===== src/swt_pkg.sv =====
package swt_pkg;

  // ---------------------------------------------------------------
  // register indices (byte address is four times the index)
  // ---------------------------------------------------------------
  localparam logic [13:0] IDX_EVENT_FLAGS = 14'hf01;
  localparam logic [13:0] IDX_EVENT_MASKS = 14'hf11;
  localparam logic [13:0] IDX_HUNDREDTHS  = 14'hf22;
  localparam logic [13:0] IDX_TENTHS      = 14'hf23;
  localparam logic [13:0] IDX_CONTROL     = 14'hf77;
  localparam logic [13:0] IDX_IRQ_STATUS  = 14'hf30;

  // ---------------------------------------------------------------
  // field positions and reset values
  // ---------------------------------------------------------------
  localparam int          BIT_TENTHS_EVENT  = 0;
  localparam int          BIT_SECONDS_EVENT = 1;
  localparam int          BIT_RUN           = 0;
  localparam int          BIT_CLEAR         = 1;
  localparam logic [1:0]  RST_FLAGS         = 2'h0;
  localparam logic [1:0]  RST_MASKS         = 2'h0;
  localparam logic [1:0]  RST_IRQ_STATUS    = 2'h0;
  localparam logic        RST_RUN           = 1'h0;
  localparam logic [3:0]  RST_DIGIT         = 4'h0;

  // ---------------------------------------------------------------
  // count pattern
  // ---------------------------------------------------------------
  localparam logic [3:0]  DIGIT_MAX     = 4'h9;
  localparam logic [1:0]  STEP_SHORT    = 2'h2;
  localparam logic [1:0]  STEP_LONG     = 2'h3;
  localparam logic [5:0]  IV_SHORT      = 6'h19;
  localparam logic [5:0]  IV_LONG       = 6'h1a;
  // bit n set: tenths interval n is a long (26 tick) one
  localparam logic [9:0]  LONG_IV_MAP   = 10'h2d6;

  // ---------------------------------------------------------------
  // timing
  // ---------------------------------------------------------------
  localparam longint CLK_PERIOD_PS  = 5000;
  localparam longint TICK_PERIOD_PS = 64'd3906250000;
  localparam int     TICK_CYCLES    = int'(TICK_PERIOD_PS / CLK_PERIOD_PS);

endpackage : swt_pkg


===== src/swt_tick_div.sv =====
`timescale 1ns/1ps
module swt_tick_div
  import swt_pkg::*;
#(
  parameter int unsigned DIV = TICK_CYCLES
) (
  input  wire logic i_mclk,
  input  wire logic i_rst_n,
  output logic      o_tick
);

  typedef struct packed {
    logic [31:0] cnt;
    logic        tick;
  } swt_div_t;

  swt_div_t st;
  swt_div_t next_st;

  always_comb begin
    next_st = st;
    next_st.tick = (st.cnt == 32'(DIV - 1));
    if (next_st.tick) begin
      next_st.cnt = 32'h0;
    end else begin
      next_st.cnt = st.cnt + 32'h1;
    end
  end

  always_ff @(posedge i_mclk or negedge i_rst_n) begin
    if (!i_rst_n) begin
      st <= '0;
    end else begin
      st <= next_st;
    end
  end

  assign o_tick = st.tick;

endmodule : swt_tick_div


===== src/swt_bcd_digit.sv =====
`timescale 1ns/1ps
module swt_bcd_digit
  import swt_pkg::*;
(
  input  wire logic       i_mclk,
  input  wire logic       i_rst_n,
  input  wire logic       i_clear,
  input  wire logic       i_inc,
  output logic [3:0]      o_value,
  output logic            o_wrap
);

  typedef struct packed {
    logic [3:0] value;
  } swt_digit_t;

  swt_digit_t st;
  swt_digit_t next_st;

  // clear beats a coincident increment, so no wrap is reported then
  always_comb begin
    next_st = st;
    o_wrap  = i_inc && !i_clear && (st.value == DIGIT_MAX);
    if (i_clear) begin
      next_st.value = RST_DIGIT;
    end else if (o_wrap) begin
      next_st.value = RST_DIGIT;
    end else if (i_inc) begin
      next_st.value = st.value + 4'h1;
    end
  end

  always_ff @(posedge i_mclk or negedge i_rst_n) begin
    if (!i_rst_n) begin
      st.value <= RST_DIGIT;
    end else begin
      st <= next_st;
    end
  end

  assign o_value = st.value;

endmodule : swt_bcd_digit


===== src/swt_stopwatch.sv =====
// The implementer's own choice: the APB register port.
`timescale 1ns/1ps
// Functional notes
// - two cascaded BCD digits, each 0..9
// - hundredths steps every 2 or 3 ticks
// - tenths intervals of 25 or 26 ticks
// - digit wrap nine to zero sets flag
// - flags set regardless of mask bits
// - mask bit 1 enables, readable
// - masks cleared on reset
// - flags cleared on reset, writes ignored
// - clear strobe zeroes digits, reads zero
// - clear write also sets run from bit 0
// - run bit starts and halts counting
// - run bit cleared on reset
// - digits readable, read-only, reset zero
// - reading flags clears the flags read
module swt_stopwatch
  import swt_pkg::*;
#(
  parameter int unsigned TICK_DIV = TICK_CYCLES
) (
  input  wire logic        i_mclk,
  input  wire logic        i_rst_n,
  input  wire logic        i_psel,
  input  wire logic        i_penable,
  input  wire logic        i_pwrite,
  input  wire logic [15:0] i_paddr,
  input  wire logic [31:0] i_pwdata,
  output logic [31:0]      o_prdata,
  output logic             o_pready,
  output logic             o_pslverr,
  output logic             o_tenths_irq,
  output logic             o_seconds_irq,
  output logic             o_irq
);

  // ---------------------------------------------------------------
  // state
  // ---------------------------------------------------------------
  typedef struct packed {
    logic [1:0]  flags;
    logic [1:0]  masks;
    logic [1:0]  irq_status;
    logic        run;
    logic [1:0]  step_cnt;
    logic [31:0] prdata;
    logic        pready;
    logic        pslverr;
    logic        tenths_irq;
    logic        seconds_irq;
    logic        irq;
  } swt_state_t;

  swt_state_t st;
  swt_state_t next_st;

  logic        tick;
  logic [3:0]  hund;
  logic [3:0]  tenths;
  logic        hund_wrap;
  logic        tenths_wrap;
  logic        hund_inc;
  logic        clear;
  logic        setup;
  logic        access;
  logic        wr;
  logic        rd;
  logic [13:0] idx;
  logic        aligned;
  logic [1:0]  spacing;
  logic [1:0]  events;
  logic [1:0]  rd_clear;

  // ---------------------------------------------------------------
  // base tick and digits
  // ---------------------------------------------------------------
  swt_tick_div #(
    .DIV (TICK_DIV)
  ) u_tick (
    .i_mclk  (i_mclk),
    .i_rst_n (i_rst_n),
    .o_tick  (tick)
  );

  swt_bcd_digit u_hund (
    .i_mclk  (i_mclk),
    .i_rst_n (i_rst_n),
    .i_clear (clear),
    .i_inc   (hund_inc),
    .o_value (hund),
    .o_wrap  (hund_wrap)
  );

  // tenths digit counts hundredths wraps
  swt_bcd_digit u_tenths (
    .i_mclk  (i_mclk),
    .i_rst_n (i_rst_n),
    .i_clear (clear),
    .i_inc   (hund_wrap),
    .o_value (tenths),
    .o_wrap  (tenths_wrap)
  );

  // ---------------------------------------------------------------
  // next state
  // ---------------------------------------------------------------
  always_comb begin
    next_st = st;
    idx     = i_paddr[15:2];
    aligned = (i_paddr[1:0] == 2'h0);
    setup   = i_psel && !i_penable;
    access  = i_psel && i_penable && st.pready;
    wr      = access && i_pwrite;
    rd      = access && !i_pwrite;

    // odd steps long; step zero also long in a long tenths interval
    if (hund[0] || (LONG_IV_MAP[tenths] && (hund == 4'h0))) begin
      spacing = STEP_LONG;
    end else begin
      spacing = STEP_SHORT;
    end
    clear    = wr && aligned && (idx == IDX_CONTROL) && i_pwdata[BIT_CLEAR];
    hund_inc = tick && st.run && (st.step_cnt == 2'(spacing - 2'h1));

    // prescaler restarts on clear so the first step is a full one
    if (clear) begin
      next_st.step_cnt = 2'h0;
    end else if (hund_inc) begin
      next_st.step_cnt = 2'h0;
    end else if (tick && st.run) begin
      next_st.step_cnt = st.step_cnt + 2'h1;
    end

    events = 2'h0;
    events[BIT_TENTHS_EVENT]  = hund_wrap;
    events[BIT_SECONDS_EVENT] = tenths_wrap;

    // read-clear acts only on bits captured into the read data
    rd_clear = 2'h0;
    if (rd && aligned && (idx == IDX_EVENT_FLAGS)) begin
      rd_clear = st.prdata[1:0];
    end
    next_st.flags = (st.flags & ~rd_clear) | events;

    if (wr && aligned) begin
      unique case (idx)
        IDX_EVENT_MASKS: next_st.masks = i_pwdata[1:0];
        IDX_CONTROL:     next_st.run   = i_pwdata[BIT_RUN];
        IDX_IRQ_STATUS:  next_st.irq_status = st.irq_status & ~i_pwdata[1:0];
        default: ;
      endcase
    end
    next_st.irq_status = next_st.irq_status | events;

    // ---- apb: decode in setup, answer in the access cycle
    next_st.pready  = setup;
    next_st.pslverr = 1'b0;
    if (setup) begin
      next_st.prdata  = 32'h0;
      next_st.pslverr = !aligned;
      if (aligned) begin
        unique case (idx)
          IDX_EVENT_FLAGS: next_st.prdata = {30'h0, st.flags};
          IDX_EVENT_MASKS: next_st.prdata = {30'h0, st.masks};
          IDX_HUNDREDTHS:  next_st.prdata = {28'h0, hund};
          IDX_TENTHS:      next_st.prdata = {28'h0, tenths};
          IDX_CONTROL:     next_st.prdata = {31'h0, st.run};
          IDX_IRQ_STATUS:  next_st.prdata = {30'h0, st.irq_status};
          default:         next_st.pslverr = 1'b1;
        endcase
      end
    end

    next_st.tenths_irq  = next_st.flags[BIT_TENTHS_EVENT]
                          && next_st.masks[BIT_TENTHS_EVENT];
    next_st.seconds_irq = next_st.flags[BIT_SECONDS_EVENT]
                          && next_st.masks[BIT_SECONDS_EVENT];
    next_st.irq         = |(next_st.irq_status & next_st.masks);
  end

  always_ff @(posedge i_mclk or negedge i_rst_n) begin
    if (!i_rst_n) begin
      st            <= '0;
      st.flags      <= RST_FLAGS;
      st.masks      <= RST_MASKS;
      st.irq_status <= RST_IRQ_STATUS;
      st.run        <= RST_RUN;
    end else begin
      st <= next_st;
    end
  end

  assign o_prdata      = st.prdata;
  assign o_pready      = st.pready;
  assign o_pslverr     = st.pslverr;
  assign o_tenths_irq  = st.tenths_irq;
  assign o_seconds_irq = st.seconds_irq;
  assign o_irq         = st.irq;

  // running ticks since the last hundredths wrap
  logic [5:0] iv_ticks;
  logic       iv_valid;
  always_ff @(posedge i_mclk or negedge i_rst_n) begin
    if (!i_rst_n) begin
      iv_ticks <= 6'h0;
      iv_valid <= 1'b0;
    end else if (clear) begin
      iv_ticks <= 6'h0;
      iv_valid <= 1'b0;
    end else if (hund_wrap) begin
      iv_ticks <= 6'h0;
      iv_valid <= 1'b1;
    end else if (tick && st.run) begin
      iv_ticks <= iv_ticks + 6'h1;
    end
  end

  // ticks since the last hundredths step; a halt keeps the partial count
  logic [1:0] step_ticks;
  always_ff @(posedge i_mclk or negedge i_rst_n) begin
    if (!i_rst_n) begin
      step_ticks <= 2'h0;
    end else if (clear || hund_inc) begin
      step_ticks <= 2'h0;
    end else if (tick && st.run) begin
      step_ticks <= step_ticks + 2'h1;
    end
  end
endmodule : swt_stopwatch


===== config.mk =====
export PLATFORM = sky130hd
export DESIGN_NAME = swt_stopwatch
export DESIGN_NICKNAME = d
export VERILOG_FILES = /design/src/swt_pkg.sv /design/src/swt_tick_div.sv /design/src/swt_bcd_digit.sv /design/src/swt_stopwatch.sv
export SDC_FILE = /design/constraint.sdc
export NUM_CORES = 1
export LEC_CHECK = 0
export ABC_AREA = 1
export BUFFER_PORTS_ARGS = -buffer_cell sky130_fd_sc_hd__buf_2
export CORE_AREA = 3 3 90 92
export CTS_BUF_LIST = sky130_fd_sc_hd__clkbuf_4 sky130_fd_sc_hd__clkbuf_8
export CTS_CLUSTER_DIAMETER = 200
export DETAILED_ROUTE_END_ITERATION = 12
export DIE_AREA = 0 0 93 95
export GPL_TIMING_DRIVEN = 0
export PLACE_DENSITY = 0.9
export SLEW_MARGIN = 15
export SYNTH_ARGS = -nofsm -noshare
export SYNTH_HDL_FRONTEND = slang
export SYNTH_HIERARCHICAL = 1
export SYNTH_SLANG_ARGS = --single-unit

===== constraint.sdc =====
create_clock -name i_mclk -period 5.2 [get_ports i_mclk]
set_input_delay 0.26 -clock i_mclk [delete_from_list [all_inputs] [get_ports i_mclk]]
set_output_delay 0.26 -clock i_mclk [all_outputs]
set_load 0.005 [all_outputs]

== Word level (Yosys, flattened, before mapping) ==
Memories as Yosys holds them, arrays and structs flattened.
Index checks and enable logic that the tools add are counted.
W data, S select, Z words.

* Add/sub/neg operators: 5
* Bitwise operators: 7
* Reduce and logical (&&, ||, !) cells: 32
* Order comparisons: 1
* Equal/unequal tests: 10
* Muxes and demuxes: 22

{| class="wikitable"
|+ Operators with widths
! cell !! number
|-
| $eq A14 B12 Y1 const B || 6
|-
| $add A32 B1 Y32 const B || 1
|-
| $eq A32 B20 Y1 const B || 1
|-
| $mux W32 || 1
|-
| $mux W4 || 7
|-
| $pmux W4 S6 || 1
|-
| $logic_and A1 B1 Y1 || 19
|-
| $mux W2 || 6
|-
| $reduce_bool A3 Y1 || 3
|-
| $add A4 B1 Y4 const B || 2
|-
| $eq A4 B4 Y1 const B || 2
|-
| $and A2 B2 Y2 || 3
|-
| $mux W1 || 6
|-
| $reduce_or A6 Y1 || 1
|-
| $lt A4 B5 Y1 const B || 1
|-
| $mux W5 || 1
|-
| $logic_not A1 Y1 || 4
|-
| $logic_not A4 Y1 || 1
|-
| $not A2 Y2 || 2
|-
| $or A2 B2 Y2 || 2
|-
| $add A2 B1 Y2 const B || 1
|-
| $eq A2 B2 Y1 || 1
|-
| $logic_not A2 Y1 || 1
|-
| $reduce_and A2 Y1 || 1
|-
| 3 further kinds || 3
|}

* Memories kept: 1
* Flip-flop bits (word level): 87
* Word-level logic and storage cells: 93
* Bits in read-only memories: 16
* Input bits: 53

{| class="wikitable"
|+ Memories
! name !! words !! width !! read ports !! clocked after Yosys merged registers in !! wr ports !! RTL line !! text
|-
| (name not given) || 16 || 1 || 1 || 0 || 0 || swt_stopwatch.sv:118 || <nowiki>if (hund[0] || (LONG_IV_MAP[tenths] && (hund == 4'h0))) begin</nowiki>
|}

== Depth between registers and ports, before layout ==
Gate-level depths: netlist of the first run.

* Depth in word-level cells: 15
* Mapped depth: 18
* Mapped depth without buffers: 18

== Hierarchy ==
Netlist of the first run, hierarchy kept.

{| class="wikitable"
|+ By module, submodules not included
! module !! area an instance (um2) !! cells an instance !! instances !! seq. area each (um2)
|-
| swt_tick_div || 2060.7 || 300 || 1 || 825.8
|-
| swt_stopwatch || 1507.7 || 228 || 1 || 450.4
|-
| swt_bcd_digit || 245.2 || 35 || 2 || 100.1
|}

== Worst setup path before layout of the first run ==
OpenSTA, ideal clock, no wires.

* Path type: register -> register
* From: reg u_tenths.st, in the netlist u_tenths/o_value[0]
* To: reg st, in the netlist o_irq
* Path buffers: 0
* Period minus slack after synthesis: 1.975 ns
* Data arrival time: 1.910 ns
* Cell stages (with the launch flop): 17
* Path slack: 3.225 ns
* Library setup time: 0.065 ns
* Cell sequence: dfrtp_1 ha_1 nor2_1 nor2_1 nand2_1 nand3_1 nand3_1 nand3_1 inv_1 nand2_1 nor2_1 nand2_1 nor2_1 inv_1 o21ai_1 nand2_1 nand2_1

{| class="wikitable"
|+ RTL lines
! element !! RTL line !! text
|-
| from (decl) || swt_bcd_digit.sv:17 || <nowiki>swt_digit_t st;</nowiki>
|-
| from (signal assigned) || swt_bcd_digit.sv:37 || <nowiki>st <= next_st;</nowiki>
|-
| to (signal assigned) || swt_stopwatch.sv:190 || <nowiki>st <= next_st;</nowiki>
|-
| to (decl) || swt_stopwatch.sv:55 || <nowiki>swt_state_t st;</nowiki>
|}

==> results.yml, run 1 <==
route:
  wl_per_cell_um: 11.8
  routed_wl_um: 9070
  dr.pass1.iters: 5
  drt-vias-per-instance: 4.88
  vias: 3765
  drt-initial-drc-count: 174
  detail-route-antenna-nets: 0
  drc: 0
synth:
  synth_cells: 598
  synth.avg_cell_area_sq_um: 6.79
  yosys_warnings: 6
  synth_top_cell_by_area: "dfrtp_1"
  synthTopCellsByArea: "dfrtp_1, nand2_1, nor2_1, inv_1, buf_4"
  ys_types: 30
  netlist_area_sq_um: 4060
  netlist.area_leader.share_pct: 36.4
  ys_ff_latch: 59
  ys_seq_area_share_pct: 36.4
timing:
  timing.final.crit_period_ns: 2.38
  maxSlewViolCount: 0
  slew_headroom_pct: 50.5
  worst-slew-pin-transition_ns: 0.742
  skew_ns: 0.00868
  fin_crit_sh_pct: 45.8
  rsz0062_at_grt: "false"
  timing.fmax_ghz: 0.420
  setup_viol: 0
  tns_ns: 0
  whs_ns: -0.000880
  finalWorstSetupSlack_ns: 2.82
  finalHoldViolCount: 4
grt:
  track_usage_pct: 21.6
  overflow: 0
  grt_max_degree: 60
  grt_pass1_vias: 3640
  antenna_found_initial: 0
  grt_pass1_wl_um: 15400
die:
  dieArea_sq_um: 8840
  initial_core_util_pct: 55.7
  die_w_um: 93
  ios: 90
  num_rows: 31
  core_sq_um: 7290
  die_h_um: 95
clock_network:
  h-tree-depth: 3
  insertion_delay_ns: 0.34
  cts_root_buffer: "clkbuf_8"
  cts_made_buffers: 9
  cts_tree: "done"
  clkSlewWorstSetupHoldPaths_ns: 0.07
  cts_setup_buffers: 0
  ctsHoldBuffers: 0
  numClockSinks: 59
  cts_resized: 0
  clockBufferDepth: 2
placement:
  place_congestion: 0.922
  dp_slack_ns: 2.85
  portBuffers: 31
  dp_hpwl_um: 6860
pwr:
  leakage_nw: 2.63
  power_density_nw_per_um2: 230
  clkPwrFrac_pct: 52.1
  report.power.total_mw: 1.08
  swShare_pct: 20.7
  max-vdd-ir-drop_uv: 208
  p_sw_mw: 0.224
  pwr-share-comb_pct: 5.4
  power_frac_seq_pct: 42.5
  p_int_mw: 0.858
finish:
  seq_area_sq_um: 1480
  nNetsFinal: 727
  multi_input_area_sq_um: 2100
  synthToLayoutAreaGrowth_pct: 16.1
  final_common_cell: "nand2_1"
  final_cell_mix: "nand2_1, nor2_1, inv_1"
  num-fill-cells: 655
  n_antenna_cell: 0
  drive_gt1_share_pct: 18.3
worst_setup_path:
  rr_startpoint: "u_tenths/o_value[0]"
  cp.arrival_ns: 2.65
  startpoint: "u_tenths/o_value[0]"
  ff2ff_path_depth: 16
  crit_path_end_kind: "flip-flop"
  reg2reg_to: "o_irq"
  path_class: "reg -> reg"
  r2r_slack_ns: 2.82
  worstSetupStartpointType: "flip-flop"
  crit_fanout: 9
  worstPathRequired_ns: 5.47
worst_hold_path:
  hold_path_class: "in -> async"
outcome:
  status: "finished, violations left"
  violations: "hold timing"
job:
  drv_cap: 0
==> synth_stat cells (all sizes together) <==
library cell,number
o21ai,12
o21a,1
inv,88
conb,1
or2,1
buf,34
nand3,46
xnor2,1
nor2,115
o21bai,1
a21oi,4
nor4,1
ha,7
dfrtp,59
nand2,205
xor2,11
nand4,6
nor3,5
==> logic make-up (layout without fill, tap and decap cells) <==
kind of cell,Yosys count,in the layout,synth area share [%]
buffers and inverters,122,169,14.4
adders and majority gates,7,7,2.16
DFF,59,59,36.4
AOI/OAI and AO/OA,18,18,2.53
and+or+nand+nor,379,379,41.8
xor gates and xnor gates,12,12,2.59
other,1,28,0.0924
==> through the flow <==
step	cells	cell area, sq um	hold WS [ns]	utilization, %
after detailed placement	755	4440	0.380	60.9
after global placement	755	4440	0.471	60.9
after CTS	771	4710	0.0107	64.6
after global routing	771	4710	0.0421	64.6
final	771	4710	-0.000880	64.6
after floorplan	625	4160	-0.0356	-
==> critical path, cell delays in order (launching register included) <==
cell	delay, ns
dfrtp_1	0.49
ha_1	0.34
nor2_1	0.09
nor2_1	0.05
nand2_1	0.06
nand3_1	0.08
nand3_1	0.11
nand3_1	0.10
inv_1	0.10
nand2_1	0.10
nor2_1	0.21
nand2_1	0.14
nor2_1	0.13
inv_1	0.07
o21ai_1	0.11
nand2_1	0.07
nand2_1	0.08
==> worst max path at each step <==
stage / to / slack (ns) / cells after the start
finish: o_irq / 2.82 / 16
global route: o_irq / 2.60 / 17
CTS: o_irq / 2.83 / 16
detailed placement: o_irq / 2.85 / 17
global placement: o_irq / 2.93 / 16
floorplan: o_irq / 3.23 / 16
==> flip-flops by register name, summed over array words and instances (netlist names) <==
signal and cells:
u_tick/st 32, st 9, o_prdata 4, u_hund/o_value 4, u_tenths/o_value 4, o_irq 1, o_pready 1, o_pslverr 1
o_seconds_irq 1, o_tenths_irq 1, u_tick/o_tick 1
==> area by class of cell <==
type                    instances  share of cell area (%)
clock inverters                 6                    2.92
multi-input cells             444                    44.5
well taps                      99                    2.63
repair buffers                 31                    3.35
clock buffers                  10                    2.79
plain buffers                  34                    5.37
inverters                      88                    7.07
flip-flops and latches         59                    31.3
==> routing by layer <==
metal	global-route usage [%]	routed length [um]	vias up	part of all wire, %
met1	23.9	3520	1710	39
met4	9.28	346	0	3.8
met3	4.54	544	31	6.0
li1	-	-	1892	-
met5	0	0	-	0
met2	40.1	4650	132	51
==> power groups by stage <==
stage | Sequential, mW | Clock, mW | Combinational (mW)
6_report | 0.460 | 0.564 | 0.0582
5_1_grt | 0.459 | 0.592 | 0.0658
4_1_cts | 0.460 | 0.574 | 0.0576
3_5_place_dp | 0.469 | 0 | 0.0574
3_3_place_gp | 0.469 | 0 | 0.0558
2_1_floorplan | 0.469 | 0 | 0.0327
(Power assumes the default switching activity.)
==> inputs of run 2 (changes only) <==
Clock period 5.2 ns to 2.42 ns, I/O delays scaled along.
==> results.yml, run 2 (same netlist as run 1, synthesis figures left out) <==
outcome:
  status: "complete, no violations"
die:
  die_w_um: 93
  core_sq_um: 7290
  die_h_um: 95
  num_rows: 31
  initial_core_util_pct: 55.7
  ios: 90
  dieArea_sq_um: 8840
finish:
  synthToLayoutAreaGrowth_pct: 17.2
  final_common_cell: "nand2_1"
  reg_top3: "u_tick/st (32), st (9)"
  fin_area_sq_um: 4760
  largest_reg_flops: 32
  drive_gt1_share_pct: 19.1
  n_antenna_cell: 0
  utilization_pct: 65.3
  final_cell_mix: "nand2_1, nor2_1, inv_1"
  num-fill-cells: 644
  layoutNonFillerInstCount: 776
  nNetsFinal: 732
  regMostFlops: "u_tick/st"
grt:
  overflow: 0
  grt_pass1_vias: 3654
  antenna_found_initial: 0
  grt_pass1_wl_um: 15400
  grt_max_degree: 60
  track_usage_pct: 21.7
clock_network:
  h-tree-depth: 3
  cts_tree: "done"
  cts_root_buffer: "clkbuf_8"
  numClockSinks: 59
  clockBufferDepth: 2
  clkSlewWorstSetupHoldPaths_ns: 0.07
  insertion_delay_ns: 0.34
  cts_made_buffers: 9
worst_setup_path:
  cp.arrival_ns: 2.48
  crit_path_cell_trace: "ha_1, nor2_1, nor2_1, nand2_1, nand3_1, nand3_1, nand3_1, inv_1, nand2_1, nor2_2, nand2_1, nor2_1, inv_1, o21ai_1, nand2_1, nand2_1"
  cp_slowest_cell: "dfrtp_2"
  slowest_delay_ns: 0.43
  worstPathRequired_ns: 2.70
  cp_top_family: "simple AND/OR/NAND/NOR gates"
  crit_buf_inv: 2
  crit_path_end_kind: "flip-flop"
  path_class: "reg -> reg"
  worstSetupStartpointType: "flip-flop"
  crit_fanout: 4
  crit_path_frequent_cell: "nand2_1"
route:
  drt-initial-drc-count: 165
  vias: 3769
  dr.pass1.iters: 5
  routed_wl_um: 9150
  detail-route-antenna-nets: 0
  drt-vias-per-instance: 4.86
  wl_per_cell_um: 11.8
  drc: 0
timing:
  maxSlewViolCount: 0
  slew_headroom_pct: 49.8
  skew_ns: 0.00903
  tns_ns: 0
  timing.fmax_ghz: 0.454
  timing.final.crit_period_ns: 2.20
  rsz0062_at_grt: "false"
  worst-slew-pin-transition_ns: 0.753
  finalHoldViolCount: 0
  setup_viol: 0
  fin_crit_sh_pct: 91.0
pwr:
  max-vdd-ir-drop_uv: 446
  power_density_nw_per_um2: 490
  leakage_nw: 2.66
  report.power.total_mw: 2.33
placement:
  place_area_sq_um: 4440
  place_congestion: 0.922
  portBuffers: 31
  dp_hpwl_um: 6860
  place_inst: 755
worst_hold_path:
  hold_path_class: "in -> reg"
job:
  drv_cap: 0
[run 2: changes by cell type in the layout (fill, tap and decap cells not counted), sizes merged]
cell,change
buf,+3
dlygate4sd3,+2
[run 2: power by group]
part	switching [mW]	leakage, nW	internal [mW]
Combinational	0.0736	1.73	0.0541
Sequential	0.000534	0.794	0.987
Clock	0.411	0.134	0.803
Total	0.486	2.66	1.84
[run 2: final cells by class]
class,instances,area (sq um),area share (%)
buffer,34,253,5.31
clock buffer,10,131,2.76
clock inverter,6,138,2.89
inverter,88,333,6.99
multi-input combinational,444,2100,44.1
sequential,59,1480,31.1
tap,99,124,2.60
timing repair buffer,36,200,4.21
[run 2: metal layers]
layer | vias to the layer above | share of wire [%] | global-route usage, %
met5 | - | 0 | 0
met4 | 0 | 3.4 | 9.28
met3 | 30 | 6.0 | 4.54
met2 | 126 | 51 | 40.3
met1 | 1714 | 39 | 23.8
li1 | 1899 | - | -
[run 2: final timing paths]
check / startpoint / slack, ns / end / cells after the start
hold / removal: i_psel / 0.06 / o_pready / 3
max in group asynchronous: i_rst_n / 1.48 / u_tenths/o_value[1] / 2
hold reg to reg: o_prdata[2] / 0.50 / o_prdata[2] / 2
setup reg to reg: u_tenths/o_value[0] / 0.22 / o_irq / 16
setup / recovery: u_tenths/o_value[0] / 0.22 / o_irq / 16
min in group asynchronous: i_rst_n / 0.38 / u_tick/st[32] / 2
[run 2: through the flow]
step / worst slack, ns / hold slack (ns)
4_1_cts: 0.0469 / 0.0493
2_1_floorplan: 0.445 / -0.175
3_5_place_dp: 0.0712 / 0.241
5_1_grt: 0.00205 / 0.0877
6_report: 0.217 / 0.0619
3_3_place_gp: 0.150 / 0.364
[run 2: worst min-delay path: stages]
cell    delay [ns]
buf_2         0.10
inv_1         0.04
nor2_1        0.08
[run 2: repair_timing]
action | in CTS | in global routing
resized for setup | 0 | 3
endpoints found under the hold margin | 60 | 0
setup buffers | 0 | 3
hold buffers | 2 | 0
setup endpoints to repair | 0 | 4
==> inputs of run 3 (changes only) <==
Settings changed: PLACE_DENSITY 0.9 to 0.8.
==> results.yml, run 3 (same netlist as run 1, synthesis figures left out) <==
route:
  drt-initial-drc-count: 197
  route.met2.wl_um: 4240
  wl_met1_um: 3730
  routed_wl_um: 8560
  detail-route-antenna-nets: 0
  drc: 0
  vias: 3697
  wl_per_cell_um: 11.0
  drt-vias-per-instance: 4.76
  highest_layer: "met4"
  wl_met3_um: 424
  dr.pass1.iters: 5
timing:
  maxSlewViolCount: 0
  worst-slew-pin-transition_ns: 0.726
  finalHoldViolCount: 0
  skew_ns: 0.00851
  timing.final.crit_period_ns: 2.20
  slew_headroom_pct: 51.6
  whs_ns: 0.0292
  fin_crit_sh_pct: 91.1
  timing.fmax_ghz: 0.454
  setup_viol: 0
finish:
  reg_top3: "u_tick/st (32), st (9)"
  final_cell_mix: "nand2_1, nor2_1, inv_1"
  regMostFlops: "u_tick/st"
  nNetsFinal: 733
  utilization_pct: 65.1
  final_common_cell: "nand2_1"
  layoutNonFillerInstCount: 777
  drive_gt1_share_pct: 19.9
  largest_reg_flops: 32
  num-fill-cells: 644
  fin_area_sq_um: 4750
  synthToLayoutAreaGrowth_pct: 17.0
  n_antenna_cell: 0
worst_setup_path:
  reg2reg_to: "o_irq"
  crit_fanout: 5
  ff2ff_path_depth: 16
  worstPathRequired_ns: 2.69
  cp_top_family: "simple AND/OR/NAND/NOR gates"
  cp.arrival_ns: 2.48
  crit_path_frequent_cell: "nand2_1"
  slowest_delay_ns: 0.44
  crit_path_cell_trace: "ha_1, nor2_1, nor2_1, nand2_1, nand3_1, nand3_2, nand3_2, inv_2, nand2_1, nor2_2, nand2_2, nor2_1, inv_1, o21ai_1, nand2_1, nand2_1"
  rr_startpoint: "u_tenths/o_value[0]"
  path_class: "reg -> reg"
  r2r_slack_ns: 0.22
  worstSetupStartpointType: "flip-flop"
  crit_buf_inv: 2
  cp_slowest_cell: "dfrtp_2"
  crit_path_end_kind: "flip-flop"
clock_network:
  clockBufferDepth: 2
  cts_made_buffers: 9
  insertion_delay_ns: 0.34
  h-tree-depth: 3
  clkSlewWorstSetupHoldPaths_ns: 0.07
  numClockSinks: 59
  cts_tree: "done"
  cts_root_buffer: "clkbuf_8"
outcome:
  status: "complete, no violations"
placement:
  portBuffers: 31
  place_congestion: 0.888
  place_area_sq_um: 4440
  place_inst: 755
  dp_hpwl_um: 6550
job:
  drv_cap: 0
die:
  initial_core_util_pct: 55.7
  dieArea_sq_um: 8840
  core_sq_um: 7290
  die_h_um: 95
  die_w_um: 93
  ios: 90
  num_rows: 31
grt:
  overflow: 0
  grt_pass1_wl_um: 14500
  antenna_found_initial: 0
  grt_max_degree: 60
  track_usage_pct: 20.5
  grt_pass1_vias: 3435
pwr:
  max-vdd-ir-drop_uv: 333
  leakage_nw: 2.65
  power_density_nw_per_um2: 465
  report.power.total_mw: 2.21
worst_hold_path:
  whs_path_depth: 2
  hold_path_class: "in -> reg"
  min_from: "i_penable"
  min_to: "o_pready"
[run 3: worst max-delay path by stage]
stage                             start    end  slack [ns]  depth (start not counted)
detailed placement  u_tenths/o_value[0]  o_irq        0.06                         16
CTS                 u_tenths/o_value[0]  o_irq        0.01                         16
global placement    u_tenths/o_value[0]  o_irq        0.14                         16
finish              u_tenths/o_value[0]  o_irq        0.22                         16
global route        u_tenths/o_value[1]  o_irq       -0.02                         18
floorplan           u_tenths/o_value[0]  o_irq        0.45                         16
[run 3: through the flow]
stage	worst slack [ns]	TNS, ns
floorplan	0.445	0
global placement	0.139	0
detailed placement	0.0647	0
CTS	0.0122	0
global route	-0.0188	-0.0188
finish	0.216	0
[run 3: where the power goes]
part / leakage [nW] / internal [mW] / switching [mW] / total [mW]
registers: 0.794 / 0.987 / 0.000630 / 0.988
logic: 1.73 / 0.0530 / 0.0715 / 0.125
clock network: 0.119 / 0.681 / 0.415 / 1.10
total: 2.65 / 1.72 / 0.487 / 2.21
[run 3: worst register-to-register path: stages, from the launching register on]
cell,delay [ns]
dfrtp_2,0.44
ha_1,0.30
nor2_1,0.11
nor2_1,0.06
nand2_1,0.06
nand3_1,0.10
nand3_2,0.10
nand3_2,0.10
inv_2,0.07
nand2_1,0.10
nor2_2,0.17
nand2_2,0.10
nor2_1,0.10
inv_1,0.07
o21ai_1,0.11
nand2_1,0.07
nand2_1,0.08
[run 3: layout make-up]
type	count	area [sq um]	share of cell area (%)
Tap cell	99	124	2.61
Clock inverter	7	116	2.45
Sequential cell	59	1480	31.2
Timing Repair Buffer	37	205	4.32
Buffer	34	253	5.32
Inverter	88	333	7.01
Multi-Input combinational cell	444	2110	44.5
Clock buffer	9	124	2.61
[run 3: per-layer routing]
metal / up-vias / GRT usage (%)
li1: 1902 / -
met2: 98 / 37.6
met3: 14 / 3.43
met1: 1683 / 23.5
met5: - / 0
met4: 0 / 8.55
[run 3: what timing repair did]
item                                    4_1_cts  5_1_grt
hold endpoints to repair                     59        0
resized for setup                             0        7
endpoints found under the setup margin        0        7
hold buffers                                  1        0
buffers inserted                              0        5
